File: config.mk
export PLATFORM = sky130hd
export DESIGN_NAME = byte_mul
export DESIGN_NICKNAME = d
export VERILOG_FILES = /design/src/hdl/byte_mul_pkg.sv /design/src/hdl/byte_mul.sv
export SDC_FILE = /design/constraint.sdc
export NUM_CORES = 1
export LEC_CHECK = 0
export ABC_AREA = 1
export BUFFER_PORTS_ARGS = -buffer_cell sky130_fd_sc_hd__buf_4
export CAP_MARGIN = 20
export CELL_PAD_IN_SITES_DETAIL_PLACEMENT = 0
export CELL_PAD_IN_SITES_GLOBAL_PLACEMENT = 1
export CORE_UTILIZATION = 45
export CTS_CLUSTER_DIAMETER = 60
export DETAILED_ROUTE_END_ITERATION = 12
export PLACE_DENSITY_LB_ADDON = 0.1
export SKIP_LAST_GASP = 1
export SLEW_MARGIN = 20
export SYNTH_ARGS = -nofsm -noshare
export SYNTH_HDL_FRONTEND = slang
export SYNTH_SLANG_ARGS = --single-unit
File: constraint.sdc
create_clock -name clk_i -period 7.2 [get_ports clk_i]
set_input_delay 0 -clock clk_i [delete_from_list [all_inputs] [get_ports clk_i]]
set_output_delay 0 -clock clk_i [all_outputs]
set_load 0.02 [all_outputs]
File: src/hdl/byte_mul_pkg.sv
// constants for the byte multiply instruction datapath
// assumes a 12-bit data address space split into 256-byte banks
package byte_mul_pkg;
    localparam int unsigned DATA_W       = 8;
    localparam int unsigned PROD_W       = 16;
    localparam int unsigned ADDR_W       = 12;
    localparam int unsigned BANK_W       = 4;
    localparam logic [3:0]  OPC_HI_NIB   = 4'h0;
    localparam logic [3:0]  LIT_LO_NIB   = 4'hd;
    localparam logic [6:0]  REG_OPC_TOP  = 7'h01;
    localparam logic [7:0]  ACCESS_SPLIT = 8'h80;
    localparam logic [3:0]  ACCESS_HI_BK = 4'hf;
    localparam logic [3:0]  ACCESS_LO_BK = 4'h0;
    localparam logic [7:0]  INDEX_LIMIT  = 8'h5f;
    localparam logic [7:0]  PROD_RST     = 8'h00;

    typedef enum logic [2:0] {
        ph_idle,
        ph_decode,
        ph_read,
        ph_process,
        ph_write
    } phase_t;
endpackage : byte_mul_pkg

File: src/hdl/byte_mul.sv
// byte multiply instructions: accumulator x literal and accumulator x data register
// assumes the decoder presents one instruction word with instr_valid_i while ready_o is high,
// and that data memory answers mem_data_i in the same cycle that mem_rd_o is high
`timescale 1ns/1ps
module byte_mul
    import byte_mul_pkg::*;
(
    input  wire logic              clk_i,
    input  wire logic              srst_i,
    input  wire logic              instr_valid_i,
    input  wire logic [15:0]       instr_i,
    input  wire logic [DATA_W-1:0] accum_i,
    input  wire logic [BANK_W-1:0] bank_select_register_i,
    input  wire logic              ext_set_en_i,
    input  wire logic [ADDR_W-1:0] index_base_i,
    input  wire logic [DATA_W-1:0] mem_data_i,
    output logic                   ready_o,
    output logic [ADDR_W-1:0]      mem_addr_o,
    output logic                   mem_rd_o,
    output logic [DATA_W-1:0]      product_high_byte_o,
    output logic [DATA_W-1:0]      product_low_byte_o,
    output logic                   done_o,
    output logic                   status_we_o
);

    phase_t              phase;
    logic                is_lit;
    logic                is_reg;
    logic                take;
    logic                op_reg;
    logic [DATA_W-1:0]   acc;
    logic [DATA_W-1:0]   operand;
    logic [7:0]          faddr;
    logic                abit;
    logic [PROD_W-1:0]   prod;
    logic [ADDR_W-1:0]   next_addr;

    assign is_lit = (instr_i[15:12] == OPC_HI_NIB) && (instr_i[11:8] == LIT_LO_NIB);
    assign is_reg = (instr_i[15:9] == REG_OPC_TOP);
    // other opcodes belong to other units and are simply not taken here
    assign take   = instr_valid_i && ready_o && (is_lit || is_reg);

    // one instruction cycle of four phases
    always_ff @(posedge clk_i) begin
        if (srst_i) begin
            phase   <= ph_idle;
            ready_o <= 1'b1;
        end else begin
            case (phase)
                ph_idle: begin
                    if (take) begin
                        phase   <= ph_decode;
                        ready_o <= 1'b0;
                    end
                end
                ph_decode:  phase <= ph_read;
                ph_read:    phase <= ph_process;
                ph_process: phase <= ph_write;
                ph_write: begin
                    phase   <= ph_idle;
                    ready_o <= 1'b1;
                end
                default: begin
                    phase   <= ph_idle;
                    ready_o <= 1'b1;
                end
            endcase
        end
    end

    // operands latched once; the accumulator is only ever read, never driven
    always_ff @(posedge clk_i) begin
        if (srst_i) begin
            op_reg <= 1'b0;
            acc    <= PROD_RST;
            faddr  <= PROD_RST;
            abit   <= 1'b0;
        end else if (take) begin
            op_reg <= is_reg;
            acc    <= accum_i;
            faddr  <= instr_i[7:0];
            abit   <= instr_i[8];
        end
    end

    // address resolution for the register form
    // bank, mode and index base are sampled one edge after the take
    always_comb begin
        if (abit) begin
            next_addr = {bank_select_register_i, faddr};
        // indexed window takes priority over the access bank split
        end else if (ext_set_en_i && (faddr <= INDEX_LIMIT)) begin
            next_addr = index_base_i + {4'h0, faddr};
        end else if (faddr < ACCESS_SPLIT) begin
            next_addr = {ACCESS_LO_BK, faddr};
        end else begin
            next_addr = {ACCESS_HI_BK, faddr};
        end
    end

    // read strobe only, the source register is never written
    always_ff @(posedge clk_i) begin
        if (srst_i) begin
            mem_addr_o <= '0;
            mem_rd_o   <= 1'b0;
        end else begin
            mem_rd_o <= (phase == ph_decode) && op_reg;
            if (phase == ph_decode) begin
                mem_addr_o <= next_addr;
            end
        end
    end

    always_ff @(posedge clk_i) begin
        if (srst_i) begin
            operand <= PROD_RST;
        end else if (phase == ph_read) begin
            operand <= op_reg ? mem_data_i : faddr;
        end
    end

    // full width product, so no overflow or carry can occur
    always_ff @(posedge clk_i) begin
        if (srst_i) begin
            prod <= '0;
        end else if (phase == ph_process) begin
            prod <= PROD_W'(acc) * PROD_W'(operand);
        end
    end

    always_ff @(posedge clk_i) begin
        if (srst_i) begin
            product_high_byte_o <= PROD_RST;
            product_low_byte_o  <= PROD_RST;
            done_o              <= 1'b0;
        end else begin
            done_o <= (phase == ph_write);
            if (phase == ph_write) begin
                product_high_byte_o <= prod[PROD_W-1:DATA_W];
                product_low_byte_o  <= prod[DATA_W-1:0];
            end
        end
    end

    // status is never written by either multiply
    always_ff @(posedge clk_i) begin
        status_we_o <= 1'b0;
    end

    a_lit_product: assert property (@(posedge clk_i) disable iff (srst_i)
        (take && is_lit) |-> ##5 ({product_high_byte_o, product_low_byte_o} ==
            PROD_W'($past(accum_i, 5)) * PROD_W'($past(instr_i[7:0], 5))))
        else $error("literal product wrong");

    a_done_timing: assert property (@(posedge clk_i) disable iff (srst_i)
        take |-> ##1 (!ready_o && !done_o)[*4] ##1 (done_o && ready_o))
        else $error("multiply did not finish in four phases");

    a_done_pulse: assert property (@(posedge clk_i) disable iff (srst_i)
        done_o |=> !done_o)
        else $error("done held longer than one cycle");

    a_product_hold: assert property (@(posedge clk_i) disable iff (srst_i)
        !done_o |-> $stable(product_high_byte_o) && $stable(product_low_byte_o))
        else $error("product changed without a multiply");

    a_lit_no_read: assert property (@(posedge clk_i) disable iff (srst_i)
        (take && is_lit) |-> ##1 !mem_rd_o [*5])
        else $error("literal multiply read memory");

    a_reg_read: assert property (@(posedge clk_i) disable iff (srst_i)
        (take && is_reg) |-> ##2 mem_rd_o ##1 !mem_rd_o)
        else $error("register read strobe misplaced");

    a_bank_addr: assert property (@(posedge clk_i) disable iff (srst_i)
        (take && is_reg && instr_i[8]) |-> ##2
            (mem_addr_o == {$past(bank_select_register_i, 1), $past(instr_i[7:0], 2)}))
        else $error("banked address wrong");

    a_access_addr: assert property (@(posedge clk_i) disable iff (srst_i)
        (take && is_reg && !instr_i[8] && !ext_set_en_i) |=> !ext_set_en_i |-> ##1
            (mem_addr_o[7:0] == $past(instr_i[7:0], 2)) &&
            (mem_addr_o[11:8] == (mem_addr_o[7] ? ACCESS_HI_BK : ACCESS_LO_BK)))
        else $error("access bank address wrong");

    a_reg_product: assert property (@(posedge clk_i) disable iff (srst_i)
        (phase == ph_read && op_reg) |-> ##3
            ({product_high_byte_o, product_low_byte_o} == PROD_W'(acc) * PROD_W'($past(mem_data_i, 3))))
        else $error("register product wrong");

    a_no_status: assert property (@(posedge clk_i) disable iff (srst_i)
        !status_we_o)
        else $error("status write seen");

    a_index_addr: assert property (@(posedge clk_i) disable iff (srst_i)
        (take && is_reg && !instr_i[8] && (instr_i[7:0] <= INDEX_LIMIT)) ##1 ext_set_en_i |=>
            (mem_addr_o == $past(index_base_i, 1) + {4'h0, $past(instr_i[7:0], 2)}))
        else $error("indexed address wrong");

    a_busy_ignored: assert property (@(posedge clk_i) disable iff (srst_i)
        !ready_o |=> (phase != ph_decode))
        else $error("instruction taken while busy");

    a_idle_no_read: assert property (@(posedge clk_i) disable iff (srst_i)
        (ready_o && !take) |-> ##2 !mem_rd_o)
        else $error("read strobe without an instruction");

endmodule : byte_mul

### Word level (Yosys, flattened, before mapping)

Cells that the tools add are included.

* register bits after elaboration: 76

* reduce and logical (&&, ||, !) cells: 10
* muxes and demuxes: 8
* add/sub/neg operators: 1
* bitwise operators: 1
* equality and inequality tests: 7
* $lt $le $gt $ge: 2
* multiply operators: 1

Operator list (number)
* 2-to-1 mux 12 bit: 3
* multiplier 8 x 8 -> 16 bit: 1
* adder 12 x 8 -> 12 bit: 1
* case mux 3 bit (4 select lines): 1
* less-or-equal comparator 8 x 7 -> 1 bit (second input constant): 1
* less-than comparator 8 bit (second input constant): 1
* 2-to-1 mux 8 bit: 1
* equality test 7 x 1 -> 1 bit (second input constant): 1
* equality test 3 x 2 -> 1 bit (second input constant): 2
* logical AND 1 bit: 5
* equality test 4 bit (second input constant): 1
* logical NOT 4 bit: 1
* equality test 3 x 1 -> 1 bit (second input constant): 1
* equality test 3 bit (second input constant): 1
* logical NOT 3 bit: 1
* 2-to-1 mux 3 bit: 1
* OR reduction 3 bit: 1
* != test 2 bit (second input constant): 1
* case mux 1 bit (2 select lines): 1
* AND reduction 2 bit: 1
* logical OR 1 bit: 1
* 2-to-1 mux 1 bit: 1
* inverter 1 bit: 1

### Logic depth before layout (Yosys ltp)

Gate-level depths: netlist of the first run.

* depth in word-level cells: 6
* gate-level depth with buffers: 20
* mapped depth without buffers: 19

### Least setup slack after synthesis of the first run

Ideal clock, no wire load.

* kind: register to register
* from: register operand[7]
* to: register prod[14]
* clock period less this slack: 3.971 ns
* path slack: 3.229 ns
* stages on the path, launching flop included: 19
* library setup time: 0.113 ns
* path buffers: 1
* arrival time: 3.858 ns
* required time: 7.087 ns
* path through: dfxtp_1 > clkbuf_1 > nand2_1 > fa_1 > fa_1 > inv_1 > fa_1 > inv_1 > fa_1 > inv_1 > ha_1 > a21oi_1 > o21ai_0 > nand2_1 > nand3_1 > nand2_1 > nand2_1 > o21ai_1 > inv_1

* longest elaborated chain between the ends: 1

Ends and longest elaborated chain
* start, declared: RTL line byte_mul.sv:32 `logic [DATA_W-1:0] operand;`
* start signal, assigned: RTL line byte_mul.sv:118 `operand <= op_reg ? mem_data_i : faddr;`
* multiplier 8 x 8 -> 16 bit: RTL line byte_mul.sv:127 `prod <= PROD_W'(acc) * PROD_W'(operand);`
* end signal, assigned: RTL line byte_mul.sv:127
* end, declared: RTL line byte_mul.sv:35 `logic [PROD_W-1:0] prod;`

No other way between the ends.
A chain may end at the register's enable or synchronous reset.

### Final worst setup path of the first run

* from: register acc[0]
* to: register prod[13]

* longest elaborated chain between the ends: 1

Ends and longest elaborated chain
* start, declared: RTL line byte_mul.sv:31 `logic [DATA_W-1:0] acc;`
* start signal, assigned: RTL line byte_mul.sv:80 `acc <= accum_i;`
* multiplier 8 x 8 -> 16 bit: RTL line byte_mul.sv:127

No other way between the ends.

==> results.md, run 1 <==
- The placeable core region is ~13000 um^2.
- After synthesis, the netlist uses 45 different library cells.
- In this run the register-to-register setup slack is roughly 2.9 ns.
- Entering global routing, the biggest net connects 50 pins.
- The setup clock skew after layout is 0.00834 ns.
- The clock latency on the worst-skew pair is 0.35 ns.
- The depth of the most critical reg-to-reg path is 16.
- The data arrival at the endpoint of the critical path is 4.58 ns.
- The total clock buffers created by CTS is 9.
- Using the TritonRoute via totals, the vias-per-cell ratio works out to between 5 and 6.
- The overall die area is between 10000 and 15000 um^2.
- dfxtp_1 takes more of the synthesized area than any other cell.
- The number of detailed-routing iterations run before antenna repair is 5.
- Wires add up to around 15000 um.
- For this run, the number of Yosys warnings is 0.
- The total number of H-tree levels is 3.
- The average instance in the mapped netlist occupies between 7 and 8 um^2.
- The number of cell rows is between 40 and 50.
- The clock tree root buffer cell is clkbuf_16.
- Ranked by instance count, the synthesized netlist is headed by inv_1 (160), nand2_1 (149), nor2_1 (100).
- Hold timing on the final database bottoms out at a slack of roughly 0.01 ns.
- The biggest fanout along the worst timing path is 9.
- The register with the highest flop count is prod.
- Among all cell types in the netlist, the one instantiated most often is inv_1.
- At the pin with the least slew margin, the transition time is between 0.9 and 1 ns.
- The flow ran to the end, and the final reports show no timing, DRC or antenna violations.
- The final weighted congestion of routability-driven global placement is ~0.87.
- The HPWL after detailed placement is 11800 um.
- After clock tree synthesis, the clock-pin slew on the worst setup and hold paths is 0.06 ns.
- The area occupied by multi-input gates is roughly 3500 um^2.
- The number of maximum-capacitance constraint violations is 0.
- The number of nets produced by synthesis is roughly 950.
- The ratio of cells with drive above 1 in the final layout is about 14%.
- Across every metal layer, demand over resource in global routing totals 24.9%.
- Yosys attributes the largest share of cell area to dfxtp_1 (26%), fa_1 (13%), inv_1 (10%).
- TritonCTS built the clock tree.
- The residual overflow from global routing is 0.
- In the synthesized netlist the dominant register cell turns out to be dfxtp_1.
- In this run the worst hold path is classified as input pin to flip-flop.
- The first global-routing pass estimated 25600 um of wire.
- After synthesis, the share of flip-flops with an asynchronous set or reset is 0%.
- The number of setup violations in the final report is 0.
- The share of the synthesized area in the top cell type is about a quarter.
- The top-level port count is 84.
- For this run, the top clock speed supported by timing is approximately 230 MHz.
- The floorplan step set the die width to 116 um.
- The worst pin sits at a relative slew slack of 38.8%.
- The sequential cells in the finished layout cover a total of between 1500 and 2000 um^2.
- In the final layout, the registers with the most flip-flops are prod (16), mem_addr_o (12).
- After synthesis the netlist holds a flip-flop and latch count of 76.
- Power spread over the standard cell area amounts to 145 nW/um^2.
- In this run the remaining antenna-violating nets after routing total 0.
- The gate count of the mapped netlist is roughly 820.
- The worst hold path cell count is 4.
- The count of antenna diodes in the layout is 0.
- CTS saw 76 sinks.
- The register with the most flip-flops in the layout has 16 of them.
- Data on the critical path is required at its endpoint by between 7 and 8 ns.
- Detailed routing inserted a total of around 5400 vias.
- The via count of the first global-routing pass is 5278.
- The number of design-rule violations left by the first detailed-router iteration is 260.
- Of the synthesized area, sequential elements account for 26.1%.
- Yosys mapped a number of flops with a built-in enable equal to 0.
- The design area is around 7000 um^2.
- The total DRC errors in the routed layout is 0.
- STA classifies the critical path endpoint as a flip-flop.
- In this run the static leakage power is slightly below 4 nW.
- No sink is reached through more buffers than the 2 on the longest clock path.
- Setup repair after global routing left no endpoint under its margin.
- The worst-case IR drop observed on VDD is roughly 130 uV.
- The area growth from synthesis to layout is 20.2%.
- Port buffering added 82 buffers.
- The max-slew violation count is 0.
- The y dimension of the die is between 100 and 150 um.
- After detailed routing, the average wire length per cell comes to between 10 and 15 um.
- After filler insertion, the fill cell instance count of the layout stands at around 1300.
- In the final design database the tool counted 1039 nets.
- The summed negative setup slack over all endpoints is 0 ns.
- The fraction of the cycle the final worst path needs is about three fifths.
- The worst setup path is of the flip-flop to flip-flop kind.
- The initial core utilization is ~46%.
- The number of antenna violations at the first check in global routing is 0.
- STA classifies the critical path startpoint as a flip-flop.
- The clock period minus worst slack is roughly 4.3 ns.
- The total count of hold-check failures in the final report is 0.
- In this run the cell area measured after placement is 6450 um^2.
- The post-synthesis instance area is roughly 6000 um^2.
==> critical path, cell delays in order (launching register included) <==
cell,delay [ns]
dfxtp_1,0.51
nand2_1,0.13
fa_1,0.52
fa_1,0.57
inv_1,0.06
fa_1,0.54
inv_1,0.06
fa_1,0.53
inv_1,0.04
ha_1,0.36
nand2_1,0.11
nor2_1,0.23
nand3_1,0.14
nand4_1,0.12
nand3_1,0.10
o211ai_1,0.13
inv_1,0.06
==> layout by cell type, fill, tap and decap left out, types with 2 or more instances in the layout <==
cell type / count
a21oi_1: 39
a21oi_2: 2
a31oi_1: 9
buf_4: 83
clkbuf_16: 9
clkinv_4: 2
dfxtp_1: 76
dlygate4sd3_1: 29
fa_1: 37
ha_1: 44
inv_1: 160
inv_2: 6
inv_6: 2
nand2_1: 149
nand2_2: 4
nand3_1: 33
nand3b_1: 2
nand4_1: 7
nor2_1: 100
nor2_2: 3
nor2_4: 2
nor3_1: 4
nor3_4: 2
o211ai_1: 7
o21a_1: 3
o21ai_0: 59
o21ai_1: 8
o21ai_2: 2
o21bai_1: 2
or2_0: 2
or2_2: 2
xor2_1: 6
==> stage by stage <==
| stage | instances | worst slack, ns | utilization (%) | power, W |
|---|---|---|---|---|
| final | 1083 | 2.86 | 55.6 | 0.00102 |
| after detailed placement | 1038 | 2.90 | 51.1 | 0.000582 |
| after global placement | 1038 | 2.90 | 51.1 | 0.000579 |
| after floorplan | 819 | 3.23 | - | 0.000532 |
| after global routing | 1083 | 2.55 | 55.6 | 0.00106 |
| after CTS | 1083 | 2.87 | 55.6 | 0.00102 |
==> final cells by class <==
| type | count | share of cell area, % |
|---|---|---|
| repair buffers | 112 | 13.0 |
| inverters | 168 | 9.03 |
| multi-input cells | 539 | 49.2 |
| well taps | 172 | 3.07 |
| flip-flops and latches | 76 | 21.7 |
| clock inverters | 6 | 0.678 |
| clock buffers | 10 | 3.26 |
==> power by group <==
part | internal [W] | switching (W)
clock | 0.000237 | 0.000195
combinational | 0.0000587 | 0.0000687
sequential | 0.000436 | 0.0000216
total | 0.000731 | 0.000286
==> worst paths after layout <==
kind                    from              to
max                   acc[0]        prod[13]
min reg2reg   mem_addr_o[11]  mem_addr_o[11]
max reg2reg           acc[0]        prod[13]
min          index_base_i[8]   mem_addr_o[8]
==> cells by family after synthesis <==
logic type	Yosys count	synth area share (%)
buffers and inverters	204	14.7
other	1	0.0643
XOR/XNOR	7	1.05
AND/OR/NAND/NOR	314	22.9
adder cells (fa/ha/maj)	81	22.1
flip-flops	76	26.1
AO/OA/AOI/OAI	136	13.0
==> routing by layer <==
layer / global-route usage, % / part of all wire, %
met1: 33.1 / 48
met2: 40.5 / 46
met3: 5.60 / 4.6
met4: 7.26 / 1.8
met5: 0 / 0
==> timing repair <==
item | CTS | global route
endpoints found under the setup margin | 0 | 0
resized for setup | 0 | 0
hold buffers | 29 | 0
hold endpoints to repair | 32 | 0
buffers inserted | 0 | 0
(Power assumes the default switching activity.)
==> run 2: changes to the inputs <==
--- a/config.mk
+++ b/config.mk
@@ -10,7 +10,7 @@
 export CAP_MARGIN = 20
 export CELL_PAD_IN_SITES_DETAIL_PLACEMENT = 0
 export CELL_PAD_IN_SITES_GLOBAL_PLACEMENT = 1
-export CORE_UTILIZATION = 45
+export CORE_UTILIZATION = 42
 export CTS_CLUSTER_DIAMETER = 60
 export DETAILED_ROUTE_END_ITERATION = 12
 export PLACE_DENSITY_LB_ADDON = 0.1
==> constraint.sdc (replaced) <==
create_clock -name clk_i -period 4.2 [get_ports clk_i]
set_input_delay 0 -clock clk_i [delete_from_list [all_inputs] [get_ports clk_i]]
set_output_delay 0 -clock clk_i [all_outputs]
set_load 0.02 [all_outputs]
==> run 2 against run 1 <==
Clock power rose by 84%. Hold slack improved by 0.012 ns. Core utilization fell by 0.25 points. Final area rose by 5.7%. Wire length rose by 1.8%. Clock-buffer cell count did not move. First-iteration DRC count fell by 15%. Sequential share of layout area fell by 0.83 points. Global-route usage fell by 1.5 points. Total power rose by 79%. Via count rose by 0.59%.
==> results.md, run 2 (same netlist as run 1, synthesis figures left out) <==
- The number of cell rows is 42.
- The worst hold path was traced through 5 stages.
- The floorplan step set the die height to between 100 and 150 um.
- Across every metal layer, demand over resource in global routing totals about a quarter.
- The global-route wire length before repair is approximately 26000 um.
- The via count of the first global-routing pass is about 5400.
- The synthesis-to-layout area growth is 27.1%.
- The launching point of the worst reg2reg path is acc[1].
- The die is 120 um wide.
- The post-detailed-route wirelength per cell is around 14 um.
- The setup clock skew after layout is a little over 0.007 ns.
- CTS built an H-tree with a depth of 3.
- The count of nets left with antenna violations once routing finished came out at 0.
- The reg-to-reg critical path endpoint is prod[9].
- Hold is met by 0.0222 ns.
- The maximum resistive drop on vdd is 222 uV.
- At the pin with the least slew margin, the transition time is 0.939 ns.
- The largest registers in the layout are prod (16), mem_addr_o (12).
- The top-level port count is 84.
- The origin of the worst min-delay path is bank_select_register_i[3].
- In the layout the commonest cells are inv_1 (160), nand2_1 (147), buf_4 (112).
- The worst slew slack as a fraction of its limit is a little under two fifths.
- By startpoint and endpoint, the worst setup path is classified as flip-flop to flip-flop.
- The TritonCTS clock tree is done.
- In this run the worst hold path is classified as input pin to flip-flop.
- For this design the ratio of total power to cell area is 245 nW/um^2.
- The number of setup violations in the final report is 0.
- The clock tree root buffer cell is clkbuf_16.
- Max-cap violations in this run came to 0.
- The final layout contains between 1000 and 1500 nets.
- The final weighted congestion of routability-driven global placement is 0.864.
- The flip-flop count of the largest register after layout is 16.
- The clock passes through at most 2 buffers.
- The number of antenna violations at the first check in global routing was 0.
- The library cell used most frequently in the layout, excluding fill and tap cells, is inv_1.
- Setup repair after global routing could not meet its margin everywhere.
- Along the worst path, the maximum fanout reaches 5.
- The number of detailed-routing iterations run before antenna repair is 5.
- Derived from the worst setup path, the maximum achievable clock frequency is 249 MHz.
- The final critical path takes up ~96% of the cycle.
- The total count of hold-check failures in the final report came to 0.
- The clock-pin transition on the worst setup and hold timing paths is about 0.060 ns.
- The post-route netlist has 20.1% of its cells at a drive strength greater than 1.
- The number of placed instances, taps included, is ~1100.
- The run finished with clean final reports.
- The total DRC errors in the routed layout is 0.
- The total clock buffers created by CTS is 9.
- STA puts the critical path data required time at between 4 and 5 ns.
- The minimum setup slack among reg-to-reg paths is 0.18 ns.
- The register with the highest flop count is prod.
- The data arrival at the endpoint of the critical path is ~4.3 ns.
- The core region is around 13000 um^2.
- The clock period minus worst slack is just over 4 ns.
- The residual overflow from global routing is 0.
- The per-cell via count in the routed design is 4.88.
- The count of antenna diodes in the layout is 0.
- The max-slew violation count came to 0.
- Leaving out filler cells and counting taps, the final layout contains 1117.
- Entering global routing, the biggest net connects between 40 and 50 pins.
- The leakage power is between 4 and 5 nW.
- The clock latency on the worst-skew pair is about 0.35 ns.
- The endpoint kind of the worst setup timing path is a flip-flop.
- The first routing iteration left 220 violations.
- The routed layout has 5452 vias.
- The overall die area is 14400 um^2.
- The path with the worst hold slack has its endpoint at mem_addr_o[11].
- The routed design has between 15000 and 20000 um of wire.
- The total of buffers placed on input and output ports is 82.
- For the worst flop-to-flop path, the logic depth is 17.
- The clock sink count is 76.
- The initial core utilization is 43.5%.
- The category of the worst setup path launch point is a flip-flop.
- The detailed placer's ending HPWL is between 10000 and 15000 um.
## run 2: cell count changes in the layout (fill, tap and decap cells not counted), sizes merged
| cell | delta |
|---|---|
| bufinv | +1 |
| clkinv | -1 |
| dlygate4sd3 | +1 |
| buf | +29 |
## run 2: repair_timing
| action | 4_1_cts | 5_1_grt |
|---|---|---|
| resized for setup | 7 | 35 |
| pin swaps | 0 | 9 |
| cloned | 0 | 0 |
| hold buffers | 30 | 0 |
| buffers inserted | 0 | 1 |
| endpoints found under the setup margin | 6 | 8 |
| endpoints found under the hold margin | 32 | 0 |
## run 2: report_power, final
part,internal (W),switching [W],leakage [nW]
clock,0.000467,0.000330,0.144
combinational,0.000114,0.000129,3.34
sequential,0.000748,0.0000305,0.620
total,0.00133,0.000489,4.10
## run 2: layout make-up
cell class                      instances  area, um^2
Clock buffer                           10         229
Clock inverter                          6        72.6
Tap cell                              176         220
Multi-Input combinational cell        539        3570
Fill cell                            1347        5990
Timing Repair Buffer                  142        1140
Sequential cell                        76        1550
Inverter                              168         633
## run 2: worst max-delay path by stage
| stage | slack (ns) | depth (start not counted) | to | start |
|---|---|---|---|---|
| after detailed placement | -0.03 | 16 | prod[13] | operand[7] |
| after global placement | 0.02 | 16 | prod[10] | acc[1] |
| final | 0.18 | 17 | prod[9] | acc[1] |
| after CTS | -0.02 | 16 | prod[13] | operand[5] |
| after global routing | -0.03 | 17 | prod[13] | operand[3] |
| after floorplan | 0.23 | 18 | prod[14] | operand[7] |
## run 2: metrics by stage
step | total power, W | util, % | setup WS [ns] | TNS, ns | cell area (um^2)
5_1_grt | 0.00190 | 55.3 | -0.0346 | -0.0783 | 7410
3_3_place_gp | 0.00101 | 49.7 | 0.0159 | 0 | 6660
2_1_floorplan | 0.000912 | - | 0.229 | 0 | 5830
3_5_place_dp | 0.00101 | 49.7 | -0.0318 | -0.0554 | 6660
6_report | 0.00182 | 55.3 | 0.179 | 0 | 7410
4_1_cts | 0.00184 | 54.3 | -0.0169 | -0.0169 | 7280
## run 2: routing by layer
layer	wire length (um)	global-route usage, %
met2	6960	36.9
met5	0	0
met3	595	4.28
met4	350	9.06
met1	7660	31.7
## run 2: critical path, cell delays in order (launching register included)
cell and delay [ns]:
dfxtp_2 0.40, nand2_1 0.09, fa_1 0.52, fa_1 0.53, inv_1 0.06, fa_1 0.54, inv_1 0.06, fa_1 0.53
inv_1 0.06, ha_4 0.29, nand2_2 0.10, o21ai_4 0.16, a21oi_2 0.06, buf_4 0.13, nand2_1 0.05, nand3_1 0.12
o211ai_1 0.15, inv_1 0.05
